--- config.mk ---
export PLATFORM = sky130hd
export DESIGN_NAME = adcc_top
export DESIGN_NICKNAME = d
export VERILOG_FILES = /design/src/hw/adcc_pkg.sv /design/src/hw/adcc_seq.sv /design/src/hw/adcc_tbl.sv /design/src/hw/adcc_top.sv
export VERILOG_INCLUDE_DIRS = /design/src /design/src/hw
export SDC_FILE = /design/constraint.sdc
export NUM_CORES = 1
export LEC_CHECK = 0
export BUFFER_PORTS_ARGS = -buffer_cell sky130_fd_sc_hd__buf_2
export CORE_UTILIZATION = 45
export DETAILED_ROUTE_END_ITERATION = 8
export PLACE_DENSITY = 0.77
export SLEW_MARGIN = 20
export SYNTH_ARGS = -nofsm -noshare
export SYNTH_HDL_FRONTEND = slang
export SYNTH_HIERARCHICAL = 1
export SYNTH_SLANG_ARGS = --single-unit
--- constraint.sdc ---
create_clock -name clk_i -period 2.11 [get_ports clk_i]
set_clock_uncertainty 0.05 [all_clocks]
set_input_delay 0.3165 -clock clk_i [delete_from_list [all_inputs] [get_ports clk_i]]
set_output_delay 0.3165 -clock clk_i [all_outputs]
set_load 0.005 [all_outputs]
--- src/hw/adcc_defines.svh ---
// Purpose: Constants for the converter control block
// Assumes: Classic Wishbone, 32-bit data, byte addresses
// Notes:   Offsets, field positions, reset values and counts
`ifndef ADCC_DEFINES_SVH
`define ADCC_DEFINES_SVH

// ----------------------------------------------------------------
// Register byte offsets
// ----------------------------------------------------------------
`define ADCC_OFS_CTRL_A     8'h00
`define ADCC_OFS_CTRL_B     8'h04
`define ADCC_OFS_RES_LOW    8'h08
`define ADCC_OFS_RES_HIGH   8'h0C
`define ADCC_OFS_CAL_LOW    8'h10
`define ADCC_OFS_CAL_HIGH   8'h14
`define ADCC_OFS_OPT_MAP    8'h18
`define ADCC_OFS_IRQ_STAT   8'h1C
`define ADCC_OFS_IRQ_MASK   8'h20

// ----------------------------------------------------------------
// Field positions
// ----------------------------------------------------------------
`define ADCC_A_CHAN_LSB     0
`define ADCC_A_START        4
`define ADCC_A_ENABLE       5
`define ADCC_A_BUSY         7
`define ADCC_B_INSEL_LSB    0
`define ADCC_B_REF_LSB      3
`define ADCC_B_TEMP_SENSOR_ENABLE         5
`define ADCC_B_CKDIV_LSB    6
`define ADCC_B_REF_BITS     4:3
`define ADCC_B_CKDIV_BITS   8:6
`define ADCC_IRQ_EOC        0

// ----------------------------------------------------------------
// Reset values, codes and counts
// ----------------------------------------------------------------
`define ADCC_INSEL_FORBID   3'h7
`define ADCC_INSEL_TEMP     3'h2
`define ADCC_CYC_EXT        6'h10
`define ADCC_CYC_TEMP       6'h3A
`define ADCC_TBL_ADC2_HI    14'h3FF5
`define ADCC_TBL_ADC2_LO    14'h3FF6
`define ADCC_TBL_T2         14'h3FF7
`define ADCC_RST_CTRL_A     8'h00
`define ADCC_RST_CTRL_B     9'h000

`endif

--- src/hw/adcc_pkg.sv ---
// Purpose: Types shared by the converter control files
// Assumes: Constants come from adcc_defines.svh
// Notes:   One-hot sequencer states
package adcc_pkg;
    typedef enum logic [3:0] {
        ADCC_IDLE   = 4'b0001,
        ADCC_ARMED  = 4'b0010,
        ADCC_SAMPLE = 4'b0100,
        ADCC_DONE   = 4'b1000
    } adcc_state_t;
endpackage

--- src/hw/adcc_seq.sv ---
// Purpose: Conversion sequencer paced by converter clock ticks
// Assumes: tick_i is a one-cycle strobe per converter clock
// Notes:   The analog core supplies the code on sample_i
`timescale 1ns/10ps
`include "adcc_defines.svh"
module adcc_seq #(
    parameter int RES_W = 12
) (
    input  wire logic             clk_i,
    input  wire logic             rst_i,
    input  wire logic             enable_i,
    input  wire logic             start_i,
    input  wire logic             temp_i,
    input  wire logic             tick_i,
    input  wire logic [RES_W-1:0] sample_i,
    output logic                  busy_o,
    output logic                  done_o,
    output logic [RES_W-1:0]      result_o
);
    typedef struct packed {
        adcc_pkg::adcc_state_t st;
        logic [5:0]            cnt;
        logic                  start_d;
        logic                  done;
        logic [RES_W-1:0]      res;
    } adcc_seq_t;
    adcc_seq_t cur;
    adcc_seq_t next_cur;

    // ------------------------------------------------------------
    // Sequencer
    // ------------------------------------------------------------
    // Start high holds the converter in reset; its fall launches a run
    always_comb begin
        next_cur = cur;
        next_cur.start_d = start_i;
        next_cur.done = 1'b0;
        unique case (cur.st)
            adcc_pkg::ADCC_IDLE: begin
                if (start_i) next_cur.st = adcc_pkg::ADCC_ARMED;
            end
            adcc_pkg::ADCC_ARMED: begin
                if (!start_i) begin
                    next_cur.st  = adcc_pkg::ADCC_SAMPLE;
                    next_cur.cnt = temp_i ? `ADCC_CYC_TEMP : `ADCC_CYC_EXT;
                end
            end
            adcc_pkg::ADCC_SAMPLE: begin
                if (start_i) begin
                    next_cur.st = adcc_pkg::ADCC_ARMED;
                end else if (tick_i) begin
                    next_cur.cnt = cur.cnt - 6'h01;
                    if (cur.cnt == 6'h01) next_cur.st = adcc_pkg::ADCC_DONE;
                end
            end
            adcc_pkg::ADCC_DONE: begin
                // Result, busy and done all change on this one edge
                next_cur.res  = sample_i;
                next_cur.done = 1'b1;
                next_cur.st   = adcc_pkg::ADCC_IDLE;
            end
            default: next_cur.st = adcc_pkg::ADCC_IDLE;
        endcase
        if (!enable_i) begin
            next_cur.st = adcc_pkg::ADCC_IDLE;
            next_cur.cnt = 6'h00;
        end
    end

    // State register
    always_ff @(posedge clk_i) begin
        if (rst_i) begin
            cur <= '{st: adcc_pkg::ADCC_IDLE, default: '0};
        end else begin
            cur <= next_cur;
        end
    end

    assign busy_o   = cur.st != adcc_pkg::ADCC_IDLE;
    assign done_o   = cur.done;
    assign result_o = cur.res;

    a_no_run_off: assert property (@(posedge clk_i) disable iff (rst_i)
        !enable_i |=> !busy_o) else $error("busy while disabled");
    a_done_clears: assert property (@(posedge clk_i) disable iff (rst_i)
        done_o |-> !busy_o && $past(busy_o)) else $error("done without busy end");
endmodule

--- src/hw/adcc_tbl.sv ---
// Purpose: Mapped calibration lookup in the last program page
// Assumes: Factory values arrive as constant inputs
// Notes:   Reads zero while the mapping is off
`timescale 1ns/10ps
`include "adcc_defines.svh"
module adcc_tbl (
    input  wire logic        map_en_i,
    input  wire logic [13:0] addr_i,
    input  wire logic [11:0] adc2_i,
    input  wire logic [7:0]  t2_i,
    output logic             hit_o,
    output logic [7:0]       data_o
);
    // Combinational decode of the three mapped words
    always_comb begin
        hit_o  = map_en_i;
        data_o = 8'h00;
        if (map_en_i) begin
            unique case (addr_i)
                `ADCC_TBL_ADC2_HI: data_o = adc2_i[11:4];
                `ADCC_TBL_ADC2_LO: data_o = {4'h0, adc2_i[3:0]};
                `ADCC_TBL_T2:      data_o = t2_i;
                default:           hit_o  = 1'b0;
            endcase
        end
    end
endmodule

--- src/hw/adcc_top.sv ---
// Purpose: Wishbone register file around the converter sequencer
// Assumes: 125 MHz system clock, synchronous active-high reset
// Notes:   Ack follows one cycle after the strobe, one cycle wide
`timescale 1ns/10ps
`include "adcc_defines.svh"
module adcc_top #(
    parameter int RES_W = 12
) (
    input  wire logic        clk_i,
    input  wire logic        rst_i,
    input  wire logic        wb_cyc_i,
    input  wire logic        wb_stb_i,
    input  wire logic        wb_we_i,
    input  wire logic [7:0]  wb_adr_i,
    input  wire logic [3:0]  wb_sel_i,
    input  wire logic [31:0] wb_dat_i,
    output logic [31:0]      wb_dat_o,
    output logic             wb_ack_o,
    input  wire logic [RES_W-1:0] sample_i,
    input  wire logic [11:0] cal_adc1_i,
    input  wire logic [11:0] cal_adc2_i,
    input  wire logic [7:0]  cal_t2_i,
    input  wire logic [13:0] tbl_addr_i,
    output logic [7:0]       tbl_data_o,
    output logic             tbl_hit_o,
    output logic             power_on_o,
    output logic [1:0]       ref_select_o,
    output logic [3:0]       external_channel_select_o,
    output logic [2:0]       internal_input_select_o,
    output logic             temp_sensor_enable_o,
    output logic             irq_o
);
    typedef struct packed {
        logic [7:0]  conv_control_a;
        logic [8:0]  conv_control_b;
        logic        option_map_control;
        logic        irq_stat;
        logic        irq_mask;
        logic [RES_W-1:0] res;
        logic [2:0]  div;
        logic        tick;
        logic        ack;
        logic [31:0] dat;
        logic        irq;
        logic [7:0]  tbl;
        logic        hit;
    } adcc_top_t;
    adcc_top_t cur;
    adcc_top_t next_cur;

    logic             busy;
    logic             done;
    logic [RES_W-1:0] result;
    logic             tbl_hit;
    logic [7:0]       tbl_data;
    logic             req;

    assign req = wb_cyc_i & wb_stb_i & ~cur.ack;

    // ------------------------------------------------------------
    // Sub-blocks
    // ------------------------------------------------------------
    adcc_seq #(.RES_W(RES_W)) u_seq (
        .clk_i    (clk_i),
        .rst_i    (rst_i),
        .enable_i (cur.conv_control_a[`ADCC_A_ENABLE]),
        .start_i  (cur.conv_control_a[`ADCC_A_START]),
        .temp_i   (cur.conv_control_b[2:0] == `ADCC_INSEL_TEMP),
        .tick_i   (cur.tick),
        .sample_i (sample_i),
        .busy_o   (busy),
        .done_o   (done),
        .result_o (result)
    );

    adcc_tbl u_tbl (
        .map_en_i (cur.option_map_control),
        .addr_i   (tbl_addr_i),
        .adc2_i   (cal_adc2_i),
        .t2_i     (cal_t2_i),
        .hit_o    (tbl_hit),
        .data_o   (tbl_data)
    );

    // Read mux, byte-wide registers in the low lane, control B bit 8 in lane 1
    function automatic logic [31:0] rd_word(input logic [7:0] a, input adcc_top_t s,
                                            input logic bz);
        logic [31:0] w;
        w = 32'h0000_0000;
        unique case (a)
            `ADCC_OFS_CTRL_A:   w = {24'h00_0000, bz, s.conv_control_a[6:0]};
            `ADCC_OFS_CTRL_B:   w = {23'h00_0000, s.conv_control_b};
            `ADCC_OFS_RES_LOW:  w = {24'h00_0000, s.res[3:0], 4'h0};
            `ADCC_OFS_RES_HIGH: w = {24'h00_0000, s.res[11:4]};
            `ADCC_OFS_CAL_LOW:  w = {24'h00_0000, cal_adc1_i[3:0], 4'h0};
            `ADCC_OFS_CAL_HIGH: w = {24'h00_0000, cal_adc1_i[11:4]};
            `ADCC_OFS_OPT_MAP:  w = {31'h0000_0000, s.option_map_control};
            `ADCC_OFS_IRQ_STAT: w = {31'h0000_0000, s.irq_stat};
            `ADCC_OFS_IRQ_MASK: w = {31'h0000_0000, s.irq_mask};
            default:            w = 32'h0000_0000;
        endcase
        return w;
    endfunction

    // ------------------------------------------------------------
    // Register file and clock divider
    // ------------------------------------------------------------
    // Writes only take lane 0 (and lane 1 for the wider control B)
    always_comb begin
        next_cur = cur;
        next_cur.ack = req;
        // Busy reads high through the done cycle, so it drops with status and result
        next_cur.dat = req ? rd_word(wb_adr_i, cur, busy | done) : 32'h0000_0000;
        // Converter clock: system clock divided by 2^div, by 8 for any div of 3 or more
        next_cur.div = cur.div + 3'h1;
        next_cur.tick = (cur.div & ((3'h1 << cur.conv_control_b[8:6]) - 3'h1)) == 3'h0;
        if (done) next_cur.res = result;
        if (req && wb_we_i && wb_sel_i[0]) begin
            unique case (wb_adr_i)
                `ADCC_OFS_CTRL_A: next_cur.conv_control_a = {1'b0, wb_dat_i[6:0]};
                `ADCC_OFS_CTRL_B: begin
                    next_cur.conv_control_b[7:3] = wb_dat_i[7:3];
                    if (wb_sel_i[1]) next_cur.conv_control_b[8] = wb_dat_i[8];
                    if (wb_dat_i[2:0] != `ADCC_INSEL_FORBID)
                        next_cur.conv_control_b[2:0] = wb_dat_i[2:0];
                end
                `ADCC_OFS_OPT_MAP:  next_cur.option_map_control = wb_dat_i[0];
                `ADCC_OFS_IRQ_STAT: next_cur.irq_stat = cur.irq_stat & ~wb_dat_i[0];
                `ADCC_OFS_IRQ_MASK: next_cur.irq_mask = wb_dat_i[0];
                default: ;
            endcase
        end
        // Set beats clear so a completion is never lost
        if (done) next_cur.irq_stat = 1'b1;
        next_cur.irq = next_cur.irq_stat & next_cur.irq_mask;
        next_cur.tbl = tbl_data;
        next_cur.hit = tbl_hit;
    end

    // State register
    always_ff @(posedge clk_i) begin
        if (rst_i) begin
            cur <= '0;
        end else begin
            cur <= next_cur;
        end
    end

    assign wb_dat_o     = cur.dat;
    assign wb_ack_o     = cur.ack;
    assign irq_o        = cur.irq;
    assign tbl_data_o   = cur.tbl;
    assign tbl_hit_o    = cur.hit;
    assign power_on_o   = cur.conv_control_a[`ADCC_A_ENABLE];
    assign ref_select_o = cur.conv_control_b[`ADCC_B_REF_BITS];
    assign external_channel_select_o = cur.conv_control_a[3:0];
    assign internal_input_select_o   = cur.conv_control_b[2:0];
    assign temp_sensor_enable_o      = cur.conv_control_b[`ADCC_B_TEMP_SENSOR_ENABLE];

    // ------------------------------------------------------------
    // Checks
    // ------------------------------------------------------------
    // Control writes decoded once; a write lands on the edge that takes it
    logic wr_a;
    logic wr_b;
    assign wr_a = req && wb_we_i && wb_sel_i[0] && (wb_adr_i == `ADCC_OFS_CTRL_A);
    assign wr_b = req && wb_we_i && wb_sel_i[0] && (wb_adr_i == `ADCC_OFS_CTRL_B);

    // Select field never holds the forbidden code, and a write of it is dropped
    a_insel_legal: assert property (@(posedge clk_i) disable iff (rst_i)
        internal_input_select_o != 3'h7) else $error("forbidden input select");
    a_insel_keep: assert property (@(posedge clk_i) disable iff (rst_i)
        wr_b && (wb_dat_i[2:0] == `ADCC_INSEL_FORBID) |=> $stable(internal_input_select_o))
        else $error("forbidden select was stored");

    // Completion: status, result and busy all move on one edge
    a_irq_on_done: assert property (@(posedge clk_i) disable iff (rst_i)
        done |=> cur.irq_stat) else $error("done did not set status");
    a_flags_together: assert property (@(posedge clk_i) disable iff (rst_i)
        $rose(cur.irq_stat) |-> $fell(busy | done)) else $error("busy and status apart");
    a_res_on_done: assert property (@(posedge clk_i) disable iff (rst_i)
        done |=> cur.res == $past(result)) else $error("result not loaded");
    a_irq_level: assert property (@(posedge clk_i) disable iff (rst_i)
        irq_o == (cur.irq_stat && cur.irq_mask)) else $error("irq level wrong");

    // Power and reference follow their register bits
    a_power_off: assert property (@(posedge clk_i) disable iff (rst_i)
        !power_on_o |=> !busy) else $error("busy while powered down");
    a_power_write: assert property (@(posedge clk_i) disable iff (rst_i)
        wr_a |=> power_on_o == $past(wb_dat_i[`ADCC_A_ENABLE])) else $error("enable write lost");
    a_ref_write: assert property (@(posedge clk_i) disable iff (rst_i)
        wr_b |=> ref_select_o == $past(wb_dat_i[`ADCC_B_REF_BITS])) else $error("ref write lost");

    // Table reads: gated by the mapping bit, one cycle behind the address
    a_tbl_gate: assert property (@(posedge clk_i) disable iff (rst_i)
        !$past(cur.option_map_control) |-> tbl_data_o == 8'h00) else $error("map leak");
    a_tbl_high: assert property (@(posedge clk_i) disable iff (rst_i)
        $past(cur.option_map_control) && ($past(tbl_addr_i) == `ADCC_TBL_ADC2_HI) |->
        tbl_hit_o && (tbl_data_o == cal_adc2_i[11:4])) else $error("code high byte wrong");
    a_tbl_temp: assert property (@(posedge clk_i) disable iff (rst_i)
        $past(cur.option_map_control) && ($past(tbl_addr_i) == `ADCC_TBL_T2) |->
        tbl_hit_o && (tbl_data_o == cal_t2_i)) else $error("temperature code wrong");

    // Bus answer and run bookkeeping; a disable is seen one edge late by design
    a_ack_one: assert property (@(posedge clk_i) disable iff (rst_i)
        wb_ack_o |=> !wb_ack_o) else $error("ack wider than one");
    a_start_run: assert property (@(posedge clk_i) disable iff (rst_i)
        busy && !done |-> $past(power_on_o)) else $error("run without power");

    c_conv: cover property (@(posedge clk_i) done);
    c_irq: cover property (@(posedge clk_i) irq_o);
    c_tbl: cover property (@(posedge clk_i) tbl_hit_o);
    c_abort: cover property (@(posedge clk_i) !power_on_o && busy);
    c_temp: cover property (@(posedge clk_i) done && (internal_input_select_o == `ADCC_INSEL_TEMP));
endmodule

==> results of run 1 <==
-- power groups by stage --
stage	Sequential, mW	Clock, mW	Combinational (mW)
floorplan	1.52	0	0.143
global placement	1.52	0	0.226
detailed placement	1.52	0	0.232
CTS	1.48	1.18	0.233
global route	1.48	1.24	0.258
finish	1.48	1.16	0.234
-- cell families after synthesis --
family | Yosys count | share of synthesized area
AO/OA/AOI/OAI | 71 | 0.1118
XOR/XNOR | 5 | 0.01041
adder cells (fa/ha/maj) | 4 | 0.01190
buffers and inverters | 94 | 0.1490
flip-flops | 78 | 0.3712
multiplexers | 42 | 0.1065
other | 1 | 0.0008915
AND/OR/NAND/NOR | 185 | 0.2383
-- worst paths after layout --
| check | cells after the start | endpoint | slack (ps) | start |
|---|---|---|---|---|
| max | 4 | u_seq/cur[19] | 330 | u_seq/cur[21] |
| min reg2reg | 1 | cur[44] | 410 | cur[44] |
| max reg2reg | 4 | u_seq/cur[19] | 330 | u_seq/cur[21] |
| min | 3 | u_seq/result_o[7] | 140 | sample_i[7] |
-- area by class of cell --
cell class | instances | area, um2
fill | 822 | 4116
timing repair buffer | 135 | 745.7
inverter | 7 | 26.28
multi-input combinational | 330 | 2101
sequential | 78 | 1562
tap | 108 | 135.1
clock inverter | 7 | 81.33
clock buffer | 9 | 123.9
-- stage by stage --
step / util / cells / total power [mW] / setup slack, ps / hold WS, ps
floorplan: - / 502 / 1.659 / 48.42 / 335.6
global placement: 0.5139 / 658 / 1.742 / 94.70 / 377.7
detailed placement: 0.5139 / 658 / 1.749 / 63.58 / 395.4
CTS: 0.5370 / 674 / 2.891 / 364.7 / 130.8
global route: 0.5370 / 674 / 2.983 / 169.0 / 143.3
finish: 0.5370 / 674 / 2.875 / 331.9 / 139.0
-- per-layer routing --
layer  GRT usage  vias up  routed length (um)
li1            -     1752                   -
met1      0.2621     1641                4265
met2      0.3321      152                4505
met3     0.04610       14                 617
met4     0.07807        0                 215
met5           0        -                   0
-- state kept, by name, summed over array words and instances (netlist names) --
register,cells
cur,24
u_seq/result_o,12
u_seq/cur,10
wb_dat_o,9
tbl_data_o,8
external_channel_select_o,4
internal_input_select_o,3
ref_select_o,2
irq_o,1
power_on_o,1
tbl_hit_o,1
temp_sensor_enable_o,1
u_seq/done_o,1
wb_ack_o,1
-- synthesized netlist by cell type (2+ instances only) --
cell / n
xor2_1: 3
nand2_1: 47
nor3_1: 9
clkbuf_1: 11
nor2_1: 57
xnor2_1: 2
nand3_1: 4
nor4b_1: 2
a21oi_1: 32
nor2b_1: 13
buf_6: 5
buf_2: 6
buf_4: 61
and4_1: 2
nand3b_1: 4
mux2_2: 7
a22oi_1: 4
nand4_1: 5
a22o_1: 3
a31oi_1: 3
o21ai_0: 7
or4b_2: 2
o2bb2ai_1: 2
buf_1: 4
nor4_1: 6
or4_1: 4
or4b_1: 2
and3b_1: 2
nor3b_1: 5
inv_1: 7
a32oi_1: 5
nand2b_1: 3
nor4_4: 3
mux2i_1: 32
a211oi_1: 2
or3_1: 5
ha_1: 4
or2_2: 2
dfxtp_1: 78
-- worst max-delay path: stages, from the launching register on --
cell     delay, ps
dfxtp_1        570
and3b_1        250
o21ai_0        470
a21oi_1         80
o221a_2        260
==> results.json, run 1 <==
{
  "cts-buffers-inserted": 9,
  "end_kind": "flop",
  "drv_slew": 0,
  "finalHoldViolCount": 0,
  "numPortBuffers": 112,
  "num_rows": 34,
  "hold_buffers": 0,
  "antenna_found_initial": 0,
  "synth_edf_count": 0,
  "vdd_drop_max_uv": 305.5,
  "rsz0062_at_grt": "no",
  "placed_area_um2": 4569,
  "p_clk_frac": 0.403,
  "hp-class": "in2reg",
  "fp.dieArea_um2": 9739,
  "power.internal_mw": 2.148,
  "grt_pass1_wl_um": 15700,
  "viasPerCell": 5.280,
  "worstPathMaxFanout": 13,
  "routed_wl_um": 9604,
  "cellLeakagePower_nw": 1.990,
  "firstDrtPassIters": 4,
  "fp.dieW_um": 98.69,
  "drive_gt1_frac": 0.3127,
  "p_comb_frac": 0.081,
  "grt_start_max_net_pins": 51,
  "drt-initial-drc-count": 210,
  "max_cap_violations": 0,
  "netlist_area_um2": 4207,
  "htreeDepth": 3,
  "startpoint_type": "flop",
  "p_seq_frac": 0.516,
  "grt_pass1_vias": 3365,
  "final_nets": 672,
  "synthArstFlopShare": 0,
  "cts_num_sinks": 78,
  "routed-via-count": 3559,
  "pin_count": 161,
  "clk_pin_slew_ps": 90,
  "die_h_um": 98.69,
  "critPathKind": "reg2reg",
  "syn2layout_area_growth_pct": 13.50,
  "setup_tns_ps": 0,
  "worst_slew_pin_slew_ps": 570.6,
  "ys_top_cells_by_area": "dfxtp_1 (37%), buf_4 (11%), mux2i_1 (7.6%)",
  "relSlewSlack": 0.6156,
  "wl_per_cell_um": 14.25,
  "p_sw_mw": 0.7268,
  "cts_tree": "yes",
  "coreArea_um2": 8891,
  "clockBufferDepth": 2,
  "power_density_nw_per_um2": 602.1,
  "synth_ff_type": "dfxtp_1",
  "post-cts-setup-buffers": 0,
  "diodes": 0,
  "p_sw_frac": 0.2528,
  "antenna_left": 0,
  "yosys_warnings": 6,
  "post-route-period-util": 0.8427,
  "ys_types": 64,
  "hpwl_um": 7313,
  "final_cell_mix": "buf_2 (112), dfxtp_1 (78), nor2_1 (57), nand2_1 (47)",
  "floorplan.initialDensity": 0.4731,
  "synth_cells": 480,
  "synth_seq_area_share": 0.3712,
  "synth_seq_cells": 78,
  "fin_crit_ps": 1778,
  "required_ps": 2310,
  "achievable-frequency_mhz": 562.4,
  "outcome": "complete, no violations",
  "gp_congestion": 0.8877,
  "synth.top_cell.area_share": 0.3712,
  "mostFrequentLayoutCell": "buf_2",
  "drc": 0,
  "clock_latency_ps": 360,
  "grt-ovfl-total": 0,
  "fin_area_um2": 4775,
  "cts-resized-gates": 0,
  "setup_viol": 0,
  "cp.arrival_ps": 1980,
  "avgSynthCellArea_um2": 8.764,
  "root_buffer": "clkbuf_8",
  "grt.total_usage": 0.2034,
  "yosys.area.top_type": "dfxtp_1"
}
(Power assumes the default switching activity.)
==> inputs of run 2 (changes only) <==
--- a/config.mk
+++ b/config.mk
@@ -6,6 +6,7 @@
 export SDC_FILE = /design/constraint.sdc
 export NUM_CORES = 1
 export LEC_CHECK = 0
+export ABC_AREA = 1
 export BUFFER_PORTS_ARGS = -buffer_cell sky130_fd_sc_hd__buf_2
 export CORE_UTILIZATION = 45
 export DETAILED_ROUTE_END_ITERATION = 8
==> constraint.sdc (replaced) <==
create_clock -name clk_i -period 1.46 [get_ports clk_i]
set_clock_uncertainty 0.05 [all_clocks]
set_input_delay 0.219 -clock clk_i [delete_from_list [all_inputs] [get_ports clk_i]]
set_output_delay 0.219 -clock clk_i [all_outputs]
set_load 0.005 [all_outputs]
==> results.json, run 2 <==
{
  "pin_count": 161,
  "hpwl_um": 7816,
  "ff2ff_setup_slack_ps": 90,
  "hp-class": "in2reg",
  "synth.top_cell.area_share": 0.3516,
  "num_rows": 35,
  "gp_congestion": 0.8786,
  "cp.arrival_ps": 1620,
  "fin_crit_ps": 1372,
  "clockBufferDepth": 2,
  "critPathKind": "reg2reg",
  "grt_start_max_net_pins": 24,
  "drt-initial-drc-count": 132,
  "mostFrequentLayoutCell": "buf_2",
  "r2r_cells": 7,
  "routed_wl_um": 10070,
  "grt_pass1_vias": 3587,
  "rsz0062_at_grt": "no",
  "clk_pin_slew_ps": 80,
  "cts-buffers-inserted": 9,
  "synth_cells": 618,
  "setup_tns_ps": 0,
  "fp.dieW_um": 101.3,
  "startpoint_type": "flop",
  "cts_tree": "yes",
  "wl_per_cell_um": 12.04,
  "largest_register_ffs": 24,
  "ys_top_cells_by_area": "dfxtp_1 (35%), buf_4 (11%), nand3_1 (8.6%)",
  "coreArea_um2": 9415,
  "final_cell_mix": "buf_2 (112), nor2_1 (98), dfxtp_1 (77), nand3_1 (76), nand2_1 (68)",
  "drv_slew": 0,
  "r2r_end": "cur[43]",
  "clock_latency_ps": 350,
  "regMostFlops": "cur",
  "die_h_um": 101.3,
  "viasPerCell": 4.774,
  "drive_gt1_frac": 0.3126,
  "synthArstFlopShare": 0,
  "post-route-period-util": 0.9398,
  "htreeDepth": 3,
  "root_buffer": "clkbuf_8",
  "yosys.area.top_type": "dfxtp_1",
  "worstHoldPathCells": 3,
  "finalHoldViolCount": 0,
  "routed-via-count": 3991,
  "avgSynthCellArea_um2": 7.185,
  "synth_seq_cells": 78,
  "synth_common_cells": "nor2_1 (98), dfxtp_1 (78), nand3_1 (76), nand2_1 (68), inv_1 (66)",
  "achievable-frequency_mhz": 728.8,
  "synth_edf_count": 0,
  "p_comb_frac": 0.076,
  "worstPathMaxFanout": 3,
  "fin_area_um2": 5024,
  "p_sw_frac": 0.2393,
  "hold_buffers": 0,
  "fillers": 904,
  "max_cap_violations": 0,
  "power.internal_mw": 3.093,
  "grt_pass1_wl_um": 16290,
  "netlist_area_um2": 4441,
  "cts_num_sinks": 78,
  "antenna_found_initial": 0,
  "fp.dieArea_um2": 10270,
  "hold_end": "u_seq/result_o[9]",
  "final_nets": 813,
  "post-cts-setup-buffers": 0,
  "hold_path.startpoint": "sample_i[9]",
  "firstDrtPassIters": 5,
  "reg2reg_from": "cur[70]",
  "yosys_warnings": 6,
  "ys_types": 36,
  "synth_ff_type": "dfxtp_1",
  "vdd_drop_max_uv": 394.9,
  "grt.total_usage": 0.2028,
  "placed_area_um2": 4823,
  "antenna_left": 0,
  "synth_seq_area_share": 0.3516,
  "p_clk_frac": 0.397,
  "syn2layout_area_growth_pct": 13.13,
  "grt-ovfl-total": 0,
  "end_kind": "flop",
  "yosysMostFrequentCell": "nor2_1",
  "numPortBuffers": 112,
  "p_seq_frac": 0.527,
  "cellLeakagePower_nw": 2.389,
  "setup_viol": 0,
  "required_ps": 1710,
  "power_density_nw_per_um2": 809.4,
  "outcome": "complete, no violations",
  "drc": 0,
  "p_sw_mw": 0.9731,
  "diodes": 0,
  "floorplan.initialDensity": 0.4716
}
[run 2: worst max path at each step]
stage                             start           to  slack (ps)
after floorplan           u_seq/cur[23]  wb_dat_o[7]          90
after global placement      wb_adr_i[1]   power_on_o          90
after detailed placement    wb_adr_i[1]      cur[75]          20
after CTS                       cur[70]      cur[43]          60
after global routing            cur[70]      cur[43]           1
final                           cur[70]      cur[43]          90
[run 2: layout make-up]
type                            instances  area [um2]  area share
Sequential cell                        78        1563      0.3111
Clock buffer                           10       137.6     0.02740
Multi-Input combinational cell        408        2120      0.4219
Tap cell                              129       161.4     0.03213
Inverter                               79       302.8     0.06027
Clock inverter                          6       61.31     0.01220
Timing Repair Buffer                  126       678.2      0.1350
[run 2: what timing repair did]
action                                  4_1_cts  5_1_grt
resized for setup                             0        4
hold endpoints to repair                      0        0
endpoints found under the setup margin        0        2
[run 2: critical path: stages, from the launching register on]
cell and delay [ps]:
dfxtp_1 340, inv_2 90, nand3_1 110, ha_1 230
or2_2 300, nand3_1 70, nand3_1 70, inv_1 60
[run 2: cells by family (layout without fill, tap and decap cells)]
| group | count (synthesis) | in the layout | share of synthesized area |
|---|---|---|---|
| AND/OR/NAND/NOR | 301 | 301 | 0.3418 |
| buffers and inverters | 154 | 221 | 0.1896 |
| AO/OA/AOI/OAI | 78 | 78 | 0.1009 |
| flip-flops | 78 | 78 | 0.3516 |
| adder cells (fa/ha/maj) | 4 | 4 | 0.01127 |
| XOR/XNOR | 2 | 2 | 0.003945 |
| other | 1 | 23 | 0.0008445 |
[run 2: power by group through the flow]
stage          clock [mW]  sequential (mW)  combinational [mW]
4_1_cts              1.64             2.14               0.309
3_3_place_gp            0             2.19               0.299
2_1_floorplan           0             2.19               0.186
6_report             1.61             2.14               0.311
5_1_grt              1.73             2.14               0.347
3_5_place_dp            0             2.19               0.306
[run 2: through the flow]
step                      utilization  hold WS (ps)  std cells  setup WS [ps]  power (mW)
final                          0.5336         84.01        836          87.93       4.066
after global routing           0.5336         88.38        836          1.094       4.221
after CTS                      0.5334         75.30        836          58.45       4.089
after detailed placement       0.5123         390.2        820          21.57       2.499
after global placement         0.5123         377.7        820          92.57       2.491
after floorplan                     -         241.4        640          88.64       2.377
[run 2: per-layer routing]
layer	GRT usage	vias to the layer above	share of wire
met5	0	-	0
met4	0.09142	0	0.025
met3	0.02622	22	0.053
met2	0.3501	143	0.47
met1	0.2526	1783	0.46
li1	-	2043	-
==> inputs of run 3 (changes only) <==
--- a/config.mk
+++ b/config.mk
@@ -11,6 +11,7 @@
 export CORE_UTILIZATION = 45
 export DETAILED_ROUTE_END_ITERATION = 8
 export PLACE_DENSITY = 0.77
+export RECOVER_POWER = 100
 export SLEW_MARGIN = 20
 export SYNTH_ARGS = -nofsm -noshare
 export SYNTH_HDL_FRONTEND = slang
==> results.json, run 3 (same netlist as run 2, synthesis figures left out) <==
{
  "viasPerCell": 4.725,
  "mostFrequentLayoutCell": "nor2_1",
  "hpwl_um": 7816,
  "clk_pin_slew_ps": 80,
  "grt_pass1_wl_um": 16290,
  "required_ps": 1690,
  "grt-ovfl-total": 0,
  "power.total_mw": 4.059,
  "critPathKind": "reg2reg",
  "antenna_found_initial": 0,
  "die_h_um": 101.3,
  "drc": 0,
  "routed_wl_um": 10040,
  "max_cap_violations": 0,
  "cts_num_sinks": 78,
  "grt_start_max_net_pins": 24,
  "power_density_nw_per_um2": 816.6,
  "crit_slowest_cell": "dfxtp_1",
  "largest_register_ffs": 24,
  "use_met2": 0.3501,
  "fillers": 927,
  "post-route-period-util": 0.9379,
  "vdd_drop_max_uv": 396.8,
  "drt-initial-drc-count": 118,
  "grt.total_usage": 0.2028,
  "clock_latency_ps": 350,
  "clockBufferDepth": 2,
  "setup_ws_ps": 90.68,
  "cp.arrival_ps": 1600,
  "critical-path-max-stage-delay_ps": 370,
  "fin_hold_ws_ps": 87.45,
  "drv_slew": 0,
  "fp.dieArea_um2": 10270,
  "gr-usage-met1": 0.2526,
  "firstDrtPassIters": 4,
  "worstPathMaxFanout": 21,
  "post-cts-setup-buffers": 0,
  "dp_slack_ps": 21.57,
  "relSlewSlack": 0.6663,
  "final_cell_mix": "nor2_1 (103), buf_2 (97), dfxtp_1 (77), nand3_1 (76), nand2_1 (68)",
  "fp.dieW_um": 101.3,
  "crit_chain": "nor2_4 > nand3_4 > clkbuf_2 > a21oi_1",
  "routed-via-count": 3950,
  "htreeDepth": 3,
  "rsz0062_at_grt": "no",
  "worstHoldPathCells": 3,
  "numPortBuffers": 112,
  "gp_congestion": 0.8786,
  "diodes": 0,
  "setup_viol": 0,
  "finalHoldViolCount": 0,
  "grtUsageMet3": 0.02622,
  "top_usage_layer": "met2",
  "cts_tree": "yes",
  "grt_pass1_vias": 3587,
  "pin_count": 161,
  "coreArea_um2": 9415,
  "root_buffer": "clkbuf_8",
  "setup_tns_ps": 0,
  "hold_buffers": 0,
  "startpoint_type": "flop",
  "regMostFlops": "cur",
  "end_kind": "flop",
  "antenna_left": 0,
  "outcome": "complete, no violations",
  "cts-buffers-inserted": 9,
  "r2r_cells": 4,
  "hp-class": "in2reg",
  "cts-resized-gates": 0,
  "wl_per_cell_um": 12.01,
  "floorplan.initialDensity": 0.4716,
  "worst_slew_pin_slew_ps": 498.7,
  "cellLeakagePower_nw": 2.310,
  "fin_crit_ps": 1369,
  "syn2layout_area_growth_pct": 11.95,
  "drive_gt1_frac": 0.2786,
  "achievable-frequency_mhz": 730.3,
  "final_nets": 813,
  "num_rows": 35
}
==> run 3: final cells by class <==
class                           instances  area [um2]  area share
Tap cell                              129       161.4     0.03247
Timing Repair Buffer                  126       646.9      0.1301
Clock buffer                           10       137.6     0.02769
Sequential cell                        78        1563      0.3144
Multi-Input combinational cell        408        2098      0.4221
Inverter                               79       302.8     0.06091
Clock inverter                          6       61.31     0.01233
==> run 3: path summary, 6_finish.rpt <==
| kind | start | to | slack [ps] |
|---|---|---|---|
| max | u_seq/cur[20] | u_seq/result_o[11] | 90 |
| min | sample_i[0] | u_seq/result_o[0] | 90 |
| max reg2reg | u_seq/cur[20] | u_seq/result_o[11] | 90 |
| min reg2reg | u_seq/result_o[8] | u_seq/result_o[8] | 400 |
==> run 3: through the flow <==
step	area, um2	utilization	cells
5_1_grt	4971	0.5280	836
2_1_floorplan	4523	-	640
6_report	4971	0.5280	836
3_3_place_gp	4823	0.5123	820
3_5_place_dp	4823	0.5123	820
4_1_cts	5022	0.5334	836
==> run 3: critical path: cells and delay by family (launching register included) <==
family / cells / cell delay (ps)
simple gates: 2 / 480
flops: 1 / 370
buf+inv: 1 / 250
compound gates: 1 / 150
==> run 3: where the power goes <==
| group | internal [mW] | switching [mW] |
|---|---|---|
| Clock | 0.830 | 0.781 |
| Sequential | 2.14 | 0.00733 |
| Combinational | 0.127 | 0.180 |
==> run 3: metal layers <==
metal	share of wire	vias up
met3	0.048	20
met1	0.46	1752
met2	0.47	133
li1	-	2045
met5	0	-
met4	0.023	0
